$ cat src/crf_regs.svh
// Register map, field positions, reset values and codes of the receive queue block
`ifndef CRF_REGS_SVH
`define CRF_REGS_SVH

// ==================================================================
// Register offsets (byte addresses on the bus)
`define CRF_ADR_CTRL 8'h00
`define CRF_ADR_STAT 8'h04
`define CRF_ADR_ECON 8'h08
`define CRF_ADR_PIN 8'h0c
`define CRF_ADR_BT2 8'h10
`define CRF_ADR_TXSEL 8'h14
`define CRF_ADR_FEN 8'h18
`define CRF_ADR_FULL 8'h1c
`define CRF_ADR_MASK0 8'h60
`define CRF_ADR_MASK1 8'h64
`define CRF_FILT_PAGE 3'h2
`define CRF_BUF_PAGE 2'h2

// ==================================================================
// Field positions
`define CRF_CTRL_REQ 7:5
`define CRF_CTRL_RDP 3:0
`define CRF_STAT_MODE 7:5
`define CRF_STAT_CODE 4:0
`define CRF_ECON_OPM 7:6
`define CRF_ECON_HWM 5
`define CRF_PIN_CAPSEL 4

// ==================================================================
// Sizes, reset values and codes
`define CRF_NBUF 8
`define CRF_NFILT 6
`define CRF_NPROG 6
`define CRF_NDED 4'h2
`define CRF_FULL_LEN 4'h8
`define CRF_RST_BYTE 8'h00
`define CRF_CODE_NONE 5'h00
`define CRF_CODE_FIFO 5'h10
`define CRF_CODE_RXA 5'h0c
`define CRF_CODE_RXB 5'h0a
`define CRF_HWM_ONE 4'h1
`define CRF_HWM_FOUR 4'h4

`endif

$ cat src/crf_pkg.sv
// Types shared by the receive queue block
package crf_pkg;

  // ==================================================================
  // Operating modes reported and requested
  typedef enum logic [2:0] {
    CRF_MODE_NORMAL = 3'b000,
    CRF_MODE_DISABLE = 3'b001,
    CRF_MODE_LOOP = 3'b010,
    CRF_MODE_LISTEN = 3'b011,
    CRF_MODE_CONFIG = 3'b100
  } crf_mode_t;

  // Buffer organisation: legacy or queue
  typedef enum logic [1:0] {
    CRF_OPM_LEGACY = 2'b00,
    CRF_OPM_FIFO = 2'b10
  } crf_opm_t;

  // Message handed over from the assembly buffer
  typedef struct packed {
    logic [28:0] id;
    logic [31:0] data;
  } crf_msg_t;

endpackage : crf_pkg

$ cat src/crf_match.sv
// Per-filter identifier comparison with masks
`timescale 1ns/100ps
`include "crf_regs.svh"

module crf_match
  import crf_pkg::*;
(
  input wire logic [28:0] id_i,
  input wire logic [`CRF_NFILT*29-1:0] filt_i,
  input wire logic [28:0] mask0_i,
  input wire logic [28:0] mask1_i,
  output logic [`CRF_NFILT-1:0] hit_o
);

  // ==================================================================
  // One comparator per filter; filters 0 and 1 use mask 0, the rest mask 1
  genvar g;
  generate
    for (g = 0; g < `CRF_NFILT; g = g + 1) begin : g_filt
      logic [28:0] msk;
      assign msk = (g < 2) ? mask0_i : mask1_i;
      // Mask 0 bits pass, mask 1 bits must equal the filter
      assign hit_o[g] = &(~msk | ~(id_i ^ filt_i[g*29 +: 29]));
    end
  endgenerate

endmodule : crf_match

$ cat src/crf_top.sv
// Receive queue, acceptance filtering and time-stamp trigger of a CAN controller
// Overview of operation
// - Queue mode chains buffers, eight entries maximum
// - Any enabled filter match qualifies storage
// - Store at write pointer, then advance it
// - Queue is contiguous from first dedicated buffer
// - Queue ends before lowest transmit buffer
// - Queue receive sets cause code 10000
// - Read pointer field names oldest unread
// - Clearing full flag advances read pointer
// - Full flag at read pointer shows occupancy
// - Watermark bit picks one or four empty
// - Time-stamping pulses capture on each receive
// - Capture select bit replaces external input
// - Assembled identifier compared, match gets stored
// - Mask bit zero always accepts
// - Mask bit one needs equal bits
// - Legacy routes filters by mask to buffers
// - Config mode waits for idle bus
//
// Added by the designer: the Wishbone slave port and the placing of the registers.
`timescale 1ns/100ps
`include "crf_regs.svh"

module crf_top
  import crf_pkg::*;
(
  input wire logic clk_i,
  input wire logic rst_i,
  input wire logic [7:0] wb_adr_i,
  input wire logic [31:0] wb_dat_i,
  input wire logic [3:0] wb_sel_i,
  input wire logic wb_we_i,
  input wire logic wb_cyc_i,
  input wire logic wb_stb_i,
  output logic [31:0] wb_dat_o,
  output logic wb_ack_o,
  input wire logic msg_valid_i,
  input wire crf_msg_t msg_i,
  input wire logic bus_idle_i,
  input wire logic ext_capture_i,
  output logic cap_trig_o,
  output logic wm_irq_o,
  output logic [2:0] mode_o
);

  // ==================================================================
  // State
  logic ack_r, ack_nxt; // Bus answer
  logic [31:0] dat_r, dat_nxt; // Read data
  crf_mode_t mode_req_r, mode_req_nxt; // Requested mode
  crf_mode_t mode_r, mode_nxt; // Current mode
  logic [4:0] code_r, code_nxt; // Interrupt cause code
  crf_opm_t opm_r, opm_nxt; // Buffer organisation
  logic hwm_sel_r, hwm_sel_nxt; // Watermark threshold select
  logic capsel_r, capsel_nxt; // Capture source select
  logic [7:0] bt2_r, bt2_nxt; // Bit timing control two
  logic [`CRF_NPROG-1:0] txsel_r, txsel_nxt; // Programmable buffer is transmitter
  logic [`CRF_NFILT-1:0] fen_r, fen_nxt; // Filter enables
  logic [`CRF_NBUF-1:0] full_r, full_nxt; // Receive full flags
  logic [3:0] rdp_r, rdp_nxt; // Queue read pointer
  logic [3:0] wrp_r, wrp_nxt; // Internal write pointer
  logic [`CRF_NFILT*29-1:0] filt_r, filt_nxt; // Filter values
  logic [28:0] mask0_r, mask0_nxt; // Mask zero
  logic [28:0] mask1_r, mask1_nxt; // Mask one
  crf_msg_t buf_r [`CRF_NBUF]; // Stored messages
  crf_msg_t buf_nxt [`CRF_NBUF];
  logic cap_r, cap_nxt; // Capture trigger out
  logic wm_r, wm_nxt; // Watermark warning

  // ==================================================================
  // Combinational helpers
  logic [`CRF_NFILT-1:0] hit; // Raw filter hits
  logic [3:0] qlen; // Configured queue length
  logic [3:0] nfull; // Occupied entries inside the queue
  logic [31:0] wmerge; // Write data merged by byte lanes
  logic [31:0] rmux; // Read data selected
  logic store; // A message is stored this cycle
  logic [3:0] store_idx; // Where it goes

  crf_match i_crf_match (
    .id_i(msg_i.id),
    .filt_i(filt_r),
    .mask0_i(mask0_r),
    .mask1_i(mask1_r),
    .hit_o(hit)
  );

  // Queue ends before the lowest transmitter among programmable buffers
  always_comb begin
    qlen = `CRF_FULL_LEN;
    for (int i = `CRF_NPROG - 1; i >= 0; i--) begin
      if (txsel_r[i]) begin
        qlen = `CRF_NDED + 4'(i);
      end
    end
  end

  // Occupancy of the queue entries, for the watermark
  always_comb begin
    nfull = 4'h0;
    for (int i = 0; i < `CRF_NBUF; i++) begin
      if (4'(i) < qlen && full_nxt[i]) begin
        nfull = nfull + 4'h1;
      end
    end
  end

  // Byte-lane merge of write data onto a zero background
  always_comb begin
    for (int b = 0; b < 4; b++) begin
      wmerge[b*8 +: 8] = wb_sel_i[b] ? wb_dat_i[b*8 +: 8] : `CRF_RST_BYTE;
    end
  end

  // Read mux; unmapped addresses read zero
  always_comb begin
    rmux = 32'h0;
    if (wb_adr_i[7:6] == `CRF_BUF_PAGE) begin
      // Buffer page: id word then data word per entry
      rmux = wb_adr_i[2] ? buf_r[wb_adr_i[5:3]].data : {3'h0, buf_r[wb_adr_i[5:3]].id};
    end else if (wb_adr_i[7:5] == `CRF_FILT_PAGE && wb_adr_i[4:2] < 3'(`CRF_NFILT)) begin
      rmux = {3'h0, filt_r[wb_adr_i[4:2]*29 +: 29]};
    end else begin
      unique case (wb_adr_i)
        `CRF_ADR_CTRL: rmux = {24'h0, mode_req_r, 1'b0, rdp_r};
        `CRF_ADR_STAT: rmux = {24'h0, mode_r, code_r};
        `CRF_ADR_ECON: rmux = {24'h0, opm_r, hwm_sel_r, 5'h0};
        `CRF_ADR_PIN: rmux = {24'h0, 3'h0, capsel_r, 4'h0};
        `CRF_ADR_BT2: rmux = {24'h0, bt2_r};
        `CRF_ADR_TXSEL: rmux = {26'h0, txsel_r};
        `CRF_ADR_FEN: rmux = {26'h0, fen_r};
        `CRF_ADR_FULL: rmux = {24'h0, full_r};
        `CRF_ADR_MASK0: rmux = {3'h0, mask0_r};
        `CRF_ADR_MASK1: rmux = {3'h0, mask1_r};
        default: rmux = 32'h0;
      endcase
    end
  end

  // ==================================================================
  // Next-state logic of the whole block
  always_comb begin
    logic wr;
    logic [`CRF_NBUF-1:0] clr;
    wr = 1'b0;
    clr = '0;
    ack_nxt = wb_cyc_i & wb_stb_i & ~ack_r;
    dat_nxt = rmux;
    mode_req_nxt = mode_req_r;
    mode_nxt = mode_r;
    code_nxt = code_r;
    opm_nxt = opm_r;
    hwm_sel_nxt = hwm_sel_r;
    capsel_nxt = capsel_r;
    bt2_nxt = bt2_r;
    txsel_nxt = txsel_r;
    fen_nxt = fen_r;
    rdp_nxt = rdp_r;
    wrp_nxt = wrp_r;
    filt_nxt = filt_r;
    mask0_nxt = mask0_r;
    mask1_nxt = mask1_r;
    buf_nxt = buf_r;
    store = 1'b0;
    store_idx = 4'h0;
    // Write takes effect at the edge that sees the answer
    wr = wb_cyc_i & wb_stb_i & wb_we_i & ack_r;
    if (wr) begin
      if (wb_adr_i[7:5] == `CRF_FILT_PAGE && wb_adr_i[4:2] < 3'(`CRF_NFILT)) begin
        filt_nxt[wb_adr_i[4:2]*29 +: 29] = wmerge[28:0];
      end else begin
        unique case (wb_adr_i)
          `CRF_ADR_CTRL: mode_req_nxt = crf_mode_t'(wmerge[`CRF_CTRL_REQ]);
          `CRF_ADR_STAT: code_nxt = `CRF_CODE_NONE; // Any write acknowledges the cause
          `CRF_ADR_ECON: begin
            opm_nxt = crf_opm_t'(wmerge[`CRF_ECON_OPM]);
            hwm_sel_nxt = wmerge[`CRF_ECON_HWM];
          end
          `CRF_ADR_PIN: capsel_nxt = wmerge[`CRF_PIN_CAPSEL];
          `CRF_ADR_BT2: bt2_nxt = wmerge[7:0];
          `CRF_ADR_TXSEL: txsel_nxt = wmerge[`CRF_NPROG-1:0];
          `CRF_ADR_FEN: fen_nxt = wmerge[`CRF_NFILT-1:0];
          `CRF_ADR_FULL: clr = full_r & ~wmerge[7:0]; // Writing zero clears a flag
          `CRF_ADR_MASK0: mask0_nxt = wmerge[28:0];
          `CRF_ADR_MASK1: mask1_nxt = wmerge[28:0];
          default: ; // Unmapped: ignored but answered
        endcase
      end
    end
    // Config waits for an idle bus, other requests act at once
    if (mode_req_r != mode_r) begin
      if (mode_req_r != CRF_MODE_CONFIG || bus_idle_i) begin
        mode_nxt = mode_req_r;
      end
    end
    full_nxt = full_r & ~clr;
    // Module advances the read pointer on clear of its flag
    if (opm_r == CRF_OPM_FIFO && clr[rdp_r[2:0]]) begin
      rdp_nxt = (rdp_r == qlen - 4'h1) ? 4'h0 : rdp_r + 4'h1;
    end
    // Message from the assembly buffer
    if (msg_valid_i && mode_r == CRF_MODE_NORMAL) begin
      if (opm_r == CRF_OPM_FIFO) begin
        // Any enabled filter qualifies; full queue drops the message
        if (|(hit & fen_r) && !full_r[wrp_r[2:0]]) begin
          store = 1'b1;
          store_idx = wrp_r;
          wrp_nxt = (wrp_r == qlen - 4'h1) ? 4'h0 : wrp_r + 4'h1;
          code_nxt = `CRF_CODE_FIFO;
        end
      end else if (|(hit[1:0] & fen_r[1:0]) && !full_r[0]) begin
        store = 1'b1;
        store_idx = 4'h0;
        code_nxt = `CRF_CODE_RXA;
      end else if (|(hit[5:2] & fen_r[5:2]) && !full_r[1]) begin
        store = 1'b1;
        store_idx = 4'h1;
        code_nxt = `CRF_CODE_RXB;
      end
    end
    // Store after clear, so a new message wins over a clear
    if (store) begin
      buf_nxt[store_idx[2:0]] = msg_i;
      full_nxt[store_idx[2:0]] = 1'b1;
    end
    // Pointers restart when configuration is entered
    if (mode_r == CRF_MODE_CONFIG) begin
      rdp_nxt = 4'h0;
      wrp_nxt = 4'h0;
    end
    // Capture trigger: own pulse or the external input
    cap_nxt = capsel_r ? store : ext_capture_i;
    // Early warning when one or four entries remain empty
    wm_nxt = (opm_r == CRF_OPM_FIFO) &&
             (qlen - nfull == (hwm_sel_r ? `CRF_HWM_ONE : `CRF_HWM_FOUR));
  end

  // ==================================================================
  // Registers; synchronous reset
  always_ff @(posedge clk_i) begin
    if (rst_i) begin
      ack_r <= 1'b0;
      dat_r <= 32'h0;
      mode_req_r <= CRF_MODE_CONFIG;
      mode_r <= CRF_MODE_CONFIG;
      code_r <= `CRF_CODE_NONE;
      opm_r <= CRF_OPM_LEGACY;
      hwm_sel_r <= 1'b0;
      capsel_r <= 1'b0;
      bt2_r <= `CRF_RST_BYTE;
      txsel_r <= '0;
      fen_r <= '0;
      full_r <= '0;
      rdp_r <= 4'h0;
      wrp_r <= 4'h0;
      filt_r <= '0;
      mask0_r <= '0;
      mask1_r <= '0;
      cap_r <= 1'b0;
      wm_r <= 1'b0;
      for (int i = 0; i < `CRF_NBUF; i++) begin
        buf_r[i] <= '0;
      end
    end else begin
      ack_r <= ack_nxt;
      dat_r <= dat_nxt;
      mode_req_r <= mode_req_nxt;
      mode_r <= mode_nxt;
      code_r <= code_nxt;
      opm_r <= opm_nxt;
      hwm_sel_r <= hwm_sel_nxt;
      capsel_r <= capsel_nxt;
      bt2_r <= bt2_nxt;
      txsel_r <= txsel_nxt;
      fen_r <= fen_nxt;
      full_r <= full_nxt;
      rdp_r <= rdp_nxt;
      wrp_r <= wrp_nxt;
      filt_r <= filt_nxt;
      mask0_r <= mask0_nxt;
      mask1_r <= mask1_nxt;
      cap_r <= cap_nxt;
      wm_r <= wm_nxt;
      buf_r <= buf_nxt;
    end
  end

  // Outputs straight from flip-flops
  assign wb_ack_o = ack_r;
  assign wb_dat_o = dat_r;
  assign cap_trig_o = cap_r;
  assign wm_irq_o = wm_r;
  assign mode_o = mode_r;
endmodule : crf_top

$ cat config.mk
export PLATFORM = sky130hd
export DESIGN_NAME = crf_top
export DESIGN_NICKNAME = d
export VERILOG_FILES = /design/src/crf_pkg.sv /design/src/crf_match.sv /design/src/crf_top.sv
export VERILOG_INCLUDE_DIRS = /design/src
export SDC_FILE = /design/constraint.sdc
export NUM_CORES = 2
export LEC_CHECK = 0
export ABC_AREA = 1
export BUFFER_PORTS_ARGS = -buffer_cell sky130_fd_sc_hd__buf_4
export CELL_PAD_IN_SITES_DETAIL_PLACEMENT = 0
export CELL_PAD_IN_SITES_GLOBAL_PLACEMENT = 1
export CORE_MARGIN = 2
export CORE_UTILIZATION = 35
export DETAILED_ROUTE_END_ITERATION = 12
export MAX_ROUTING_LAYER = met4
export PLACE_DENSITY_LB_ADDON = 0.1
export SETUP_SLACK_MARGIN = 0.2
export SLEW_MARGIN = 20
export SYNTH_ARGS = -nofsm -noshare
export SYNTH_HDL_FRONTEND = slang
export SYNTH_SLANG_ARGS = --single-unit
$ cat constraint.sdc
create_clock -name clk_i -period 15.65 [get_ports clk_i]
set_clock_uncertainty 0.2 [all_clocks]
set_input_delay 1.565 -clock clk_i [delete_from_list [all_inputs] [get_ports clk_i]]
set_output_delay 1.565 -clock clk_i [all_outputs]
set_load 0.02 [all_outputs]
-- Word-level counts from Yosys, hierarchy flattened
Index checks and enable logic that the tools add are counted.
- register bits: 806
- bits of input ports: 113
- word-level logic and storage cells: 226
- add/subtract/negate cells: 12
- $mul: 1
- magnitude comparators: 16
- eq/ne operators: 18
- shift operators: 3
- mux-type cells: 61
- bitwise operators: 36
- reductions and logical operators: 44
- operators by type and width (cell ; number):
    $bwmux W488 ; 1
    $pmux W29 S10 ; 1
    $not A29 Y29 ; 8
    $bmux W61 S3 ; 1
    $demux W61 S3 ; 1
    $mux W61 ; 3
    $bwmux W174 ; 1
    $or A29 B29 Y29 ; 6
    $reduce_and A29 Y1 ; 6
    $shift A29 B34 Y174 const A ; 1
    $shiftx A174 B9 Y29 ; 1
    $shiftx A29 B34 Y174 ; 1
    $xor A29 B29 Y29 ; 6
    $mux W32 ; 2
    $mux W4 ; 15
    $mux W8 ; 7
    $mux W5 ; 9
    $add A4 B1 Y4 const B ; 9
    $neg A8 Y34 ; 1
    $eq A8 B5 Y1 const B ; 4
    $mux W29 ; 1
    $reduce_and A3 Y1 ; 9
    $logic_and A1 B1 Y1 ; 17
    $and A8 B8 Y8 ; 2
    41 further kinds ; 78

-- Longest topological paths before layout
- word-level depth: 36
- gate-level depth with buffers: 56
- mapped depth without buffers: 52

-- Modules after synthesis
Synthesis repeated with hierarchy kept, for this count alone.
- cells, all modules: 5632
- area total of the unflattened synthesis: 38070.3 um2
- modules (own cells, without submodules) (module ; instances ; cells an instance ; area an instance (um2)):
    crf_top ; 1 ; 4739 ; 34486.8
    crf_match ; 1 ; 893 ; 3583.4

-- Worst setup path before layout
Ideal clock, no wire load.
- path kind: input-to-reg
- start: in msg_i[32] (netlist name)
- end: reg wm_r (netlist: wm_irq_o)
- library setup time: 70 ps
- arrival time: 7975 ps
- required time: 15380 ps
- setup slack: 7406 ps
- cell stages on the path: 54
- path buffers: 3
- path through: buf_4 -> inv_2 -> buf_6 -> nand2_1 -> nand3_1 -> nand2_1 -> nor2_1 -> nand2_1 -> nor2_1 -> nand2_1 -> nand2_2 -> inv_2 -> nand2_4 -> nand3_1 -> nand2_2 -> nand2_2 -> nor2_1 -> clkbuf_1 -> (+18 left out) -> ha_1 -> nand2_1 -> nand2_1 -> ha_1 -> nand2_1 -> xor2_1 -> ha_1 -> a21oi_1 -> o21ai_0 -> xor2_1 -> nand3b_1 -> nand2_1 -> nand2_1 -> nand2_1 -> nand2_1 -> nand2_1 -> nand2_1 -> a21oi_1
- longest elaborated chain between the ends: 36
- ends and longest elaborated chain (what ; line ; RTL):
    start: declaration ; crf_top.sv:39 ; input wire crf_msg_t msg_i,
    $xor A29 B29 Y29 ; crf_match.sv:23 ; assign hit_o[g] = &(~msk | ~(id_i ^ filt_i[g*29 +: 29]));
    $not A29 Y29 ; crf_match.sv:23 ;
    $or A29 B29 Y29 ; crf_match.sv:23 ;
    $reduce_and A29 Y1 ; crf_match.sv:23 ;
    $and A4 B4 Y4 ; crf_top.sv:216 ; end else if (|(hit[5:2] & fen_r[5:2]) && !full_r[1]) begin
    $reduce_or A4 Y1 ; crf_top.sv:216 ;
    $logic_and A1 B1 Y1 ; crf_top.sv:216 ;
    $mux W1 ; crf_top.sv:216 ;
    (+20 left out) ; n/a ;
    $mux W4 ; crf_top.sv:103 ; if (4'(i) < qlen && full_nxt[i]) begin
    $add A4 B1 Y4 ; crf_top.sv:104 ; nfull = nfull + 4'h1;
    $mux W4 ; crf_top.sv:103 ;
    $add A4 B1 Y4 ; crf_top.sv:104 ;
    $mux W4 * ; crf_top.sv:103 ;
    $sub A4 B4 Y4 * ; crf_top.sv:236 ; (qlen - nfull == (hwm_sel_r ? `CRF_HWM_ONE : `CRF_HWM_FOUR));
    $eq A4 B3 Y1 * ; crf_top.sv:236 ;
    $logic_and A1 B1 Y1 * ; crf_top.sv:235 ; wm_nxt = (opm_r == CRF_OPM_FIFO) &&
    end signal: assignment ; crf_top.sv:284 ; wm_r <= wm_nxt;
    end: declaration ; crf_top.sv:69 ; logic wm_r, wm_nxt;
Mark *: on every way between the ends. The rest lies on a longest branch, timed or not.
A chain may end at the register's enable or synchronous reset.

-- Worst setup path in the final report
- start: in msg_i[39] (netlist name)
- end: reg wm_r (netlist: wm_irq_o)
Same word-level chain as after synthesis.

==> impl_results.md <==
- Synth Area in XOR/XNOR: 0.273%
- FFs w/ async S/R, synth: 0%
- First-pass GRT wire length: 235,000 microns
- PnR worst setup slack: 6.09 ns
- Switching Share: 25.2%
- Total CTS buffers: 96
- Post-CTS resize count: 0
- Core area: 0.109 sq mm
- Leakage: 16.3 nW
- Longest Clk Path Bufs: 3
- Compound-gate portion of the synthesized area: 28.9%
- Chip width: 335 microns
- Max-slew violations: 0
- CTS tree: built
- Nets: 5,411
- RSZ-0062 raised after global routing: false
- Max Cap Viol: 0
- Vias in the first global route: 34,200
- Yosys warns: 0
- Drt wl/cell: 23.6 microns
- CP Data Required Time: 16.08 ns
- Hold Vio Cnt, Final: 0
- Mapped Area: 0.0385 sq mm
- Post-synth cell types: 57
- Crit path from: msg_i[39]
- Final ANT Viol Nets: 0
- Adder-cell share of the synthesized area: 0.670%
- Pre-antenna DRT Iters: 6
- Post-CTS Setup Inserts: 0
- Syn Area/Cell: 7.15 sq um
- Clk root buf: clkbuf_16
- DP Worst Slack: 5.33 ns
- P_int: 3.57 mW
- HP Class: flip-flop to flip-flop
- DRC: 0
- Syn_nets: 5,513
- Post-synth EDFFs: 0
- Relative slew slack: 17.9%
- Crit Path Category: input port to flip-flop
- Cts hold-fix bufs: 0
- Gate count of the mapped netlist: 5,380
- Seq cells post-synth: 806
- Top FF cell, synth: dfxtp_1
- Tcrit/Tclk final: 61.1%
- Clock sinks: 806
- Initial antenna violation count: 5
- Most frequent cells in the layout: dfxtp_1, o21ai_0, nand2_1, a21oi_1, nor2_1
- Pwr dens: 109 mW/mm^2
- HP Start: buf_r[392]
- Least-Margin Pin Slew: 1.20 ns
- R2R cell count: 49
- Final setup fails: 0
- Crit path top cell by count: nand2_1
- Via count of the routed design: 37,100
- HPWL after detailed placement: 102,000 microns
- Final min period: 9.56 ns
- Reg-to-Reg Start: filt_r[6]
- Remaining Overflow, GRT: 0
- Sw Pwr: 1.20 mW
- Met3 Usage GRT: 3.88%
- Die area: 0.113 sq mm
- FP Rows: 121
- Number of top-level pins: 151
- Crit path max fanout: 76
- Post-synthesis sequential area ratio: 42.0%
- Met2 layer usage reported by global route: 44.8%
- Met1 Track Usage GR: 38.6%
- Total track usage: 28.6%
- Starting DRT DRC Count: 3,227
- Critical path launch point type: input port
- Seq pwr share: 43.1%
- Critical Path AT: 9.99 ns
- Comb pwr share: 6.3%
- Post-synthesis simple-gate area fraction: 17.9%
- Proportion of synthesized area in mux cells: 1.17%
- Die height: 335 microns
- Initial Util: 35.3%
- Hold Crit Depth: 2
- # H-tree levels: 3
- Clock slew at reported path FFs: 0.06 ns
- Port bufs: 147
- Slowest CP cell: buf_4
- RePlAce Congestion: 0.954
- Clock share of power: 50.6%
- Outcome: finished, final reports clean
- Commonest non-fill, non-tap cell in the layout: dfxtp_1
- Routed vias/inst: 5.48
- Grt peak-use layer: met2
- Setup tns final: 0 ns
- Slowest Stage Delay on Critical Path: 0.70 ns
- Syn-to-layout area delta: 13.8%
- WL final: 160,000 microns
- Worst skew pair latency: 0.70 ns
- Worst vdd ir: 0.0000838 V
- Worst Setup End Kind: flip-flop
- Pin count of the biggest net entering global routing: 193
- Maximum clock frequency: 0.105 GHz
- Largest family of logic cells by synthesized area: compound AO/OA/AOI/OAI gates
- Share of layout cells above drive strength 1: 8.94%
==> final cells by class <==
class / instances / area [sq um]
inverters: 496 / 1880
clock inverters: 44 / 549
well taps: 1414 / 1770
repair buffers: 212 / 1640
flip-flops and latches: 806 / 16100
clock buffers: 136 / 2860
multi-input cells: 3666 / 18900
fillers: 11600 / 65100
diodes: 5 / 12.5
==> flip-flops by register name (all words and copies together), names as in the netlist, 6 cells and up <==
name / count
wb_dat_o: 32
full_r: 8
mask1_r: 29
mask0_r: 29
buf_r: 488
txsel_r: 6
filt_r: 174
bt2_r: 8
fen_r: 6
==> power by group through the flow <==
stage / logic [mW] / clock network [mW] / registers (mW)
2_1_floorplan: 0.163 / 0 / 2.10
3_3_place_gp: 0.295 / 0 / 2.10
3_5_place_dp: 0.294 / 0 / 2.10
4_1_cts: 0.295 / 2.45 / 2.05
5_1_grt: 0.321 / 2.54 / 2.05
6_report: 0.299 / 2.41 / 2.05
==> worst max-delay path, delay by kind of cell <==
family / cells / cell delay [ns]
buf+inv: 8 / 1.52
compound gates: 4 / 0.49
xor+xnor: 2 / 0.42
fa+ha+maj: 7 / 2.02
simple gates: 31 / 3.92
==> layer usage <==
layer | wire, microns | vias up
li1 | - | 18200
met3 | 8880 | 211
met4 | 4390 | 0
met1 | 74300 | 17600
met5 | 0 | -
met2 | 72500 | 1095
==> Yosys cell counts (9+ instances only) <==
master / count / share of area (%)
a211oi_1: 235 / 4.6
o211ai_1: 24 / 0.47
a21oi_1: 651 / 8.5
mux2i_1: 45 / 1.2
nand4_1: 35 / 0.57
buf_6: 9 / 0.26
dfxtp_1: 806 / 42
o22ai_1: 105 / 1.7
nor2_1: 647 / 6.3
nor3_1: 33 / 0.43
buf_1: 21 / 0.21
a31oi_1: 16 / 0.26
nand3_1: 197 / 2.6
nand2_2: 12 / 0.20
inv_1: 459 / 4.5
a22oi_1: 9 / 0.18
xor2_1: 11 / 0.25
a221oi_1: 55 / 1.3
o2111ai_1: 13 / 0.30
o21ai_0: 698 / 9.1
buf_2: 21 / 0.27
clkbuf_1: 353 / 3.4
ha_1: 19 / 0.62
o21a_1: 62 / 1.2
o221ai_1: 31 / 0.71
nand2_1: 689 / 6.7
inv_2: 29 / 0.28
==> kinds of logic after synthesis <==
group	after synthesis
AOI/OAI and AO/OA	1928
buffers and inverters	908
xor gates and xnor gates	12
DFF	806
muxes	45
and+or+nand+nor	1661
adders and majority gates	20
==> path summary, 6_finish.rpt <==
path	endpoint	slack, ns
max	wm_irq_o	6.09
min	buf_r[392]	0.24
max reg2reg	wm_irq_o	6.92
min reg2reg	buf_r[392]	0.24
==> stage by stage <==
stage | instances | total power, mW | instance area, sq um | hold slack, ns | utilization [%]
final | 6779 | 4.76 | 43800 | 0.244 | 40.2
after global routing | 6778 | 4.91 | 43800 | 0.261 | 40.2
after CTS | 6772 | 4.80 | 43700 | 0.248 | 40.1
after detailed placement | 6592 | 2.39 | 40300 | 0.237 | 37.0
after global placement | 6592 | 2.40 | 40300 | 0.233 | 37.0
after floorplan | 5380 | 2.26 | 38500 | 0.218 | -
Note: power is estimated with default switching activity, not from simulation.
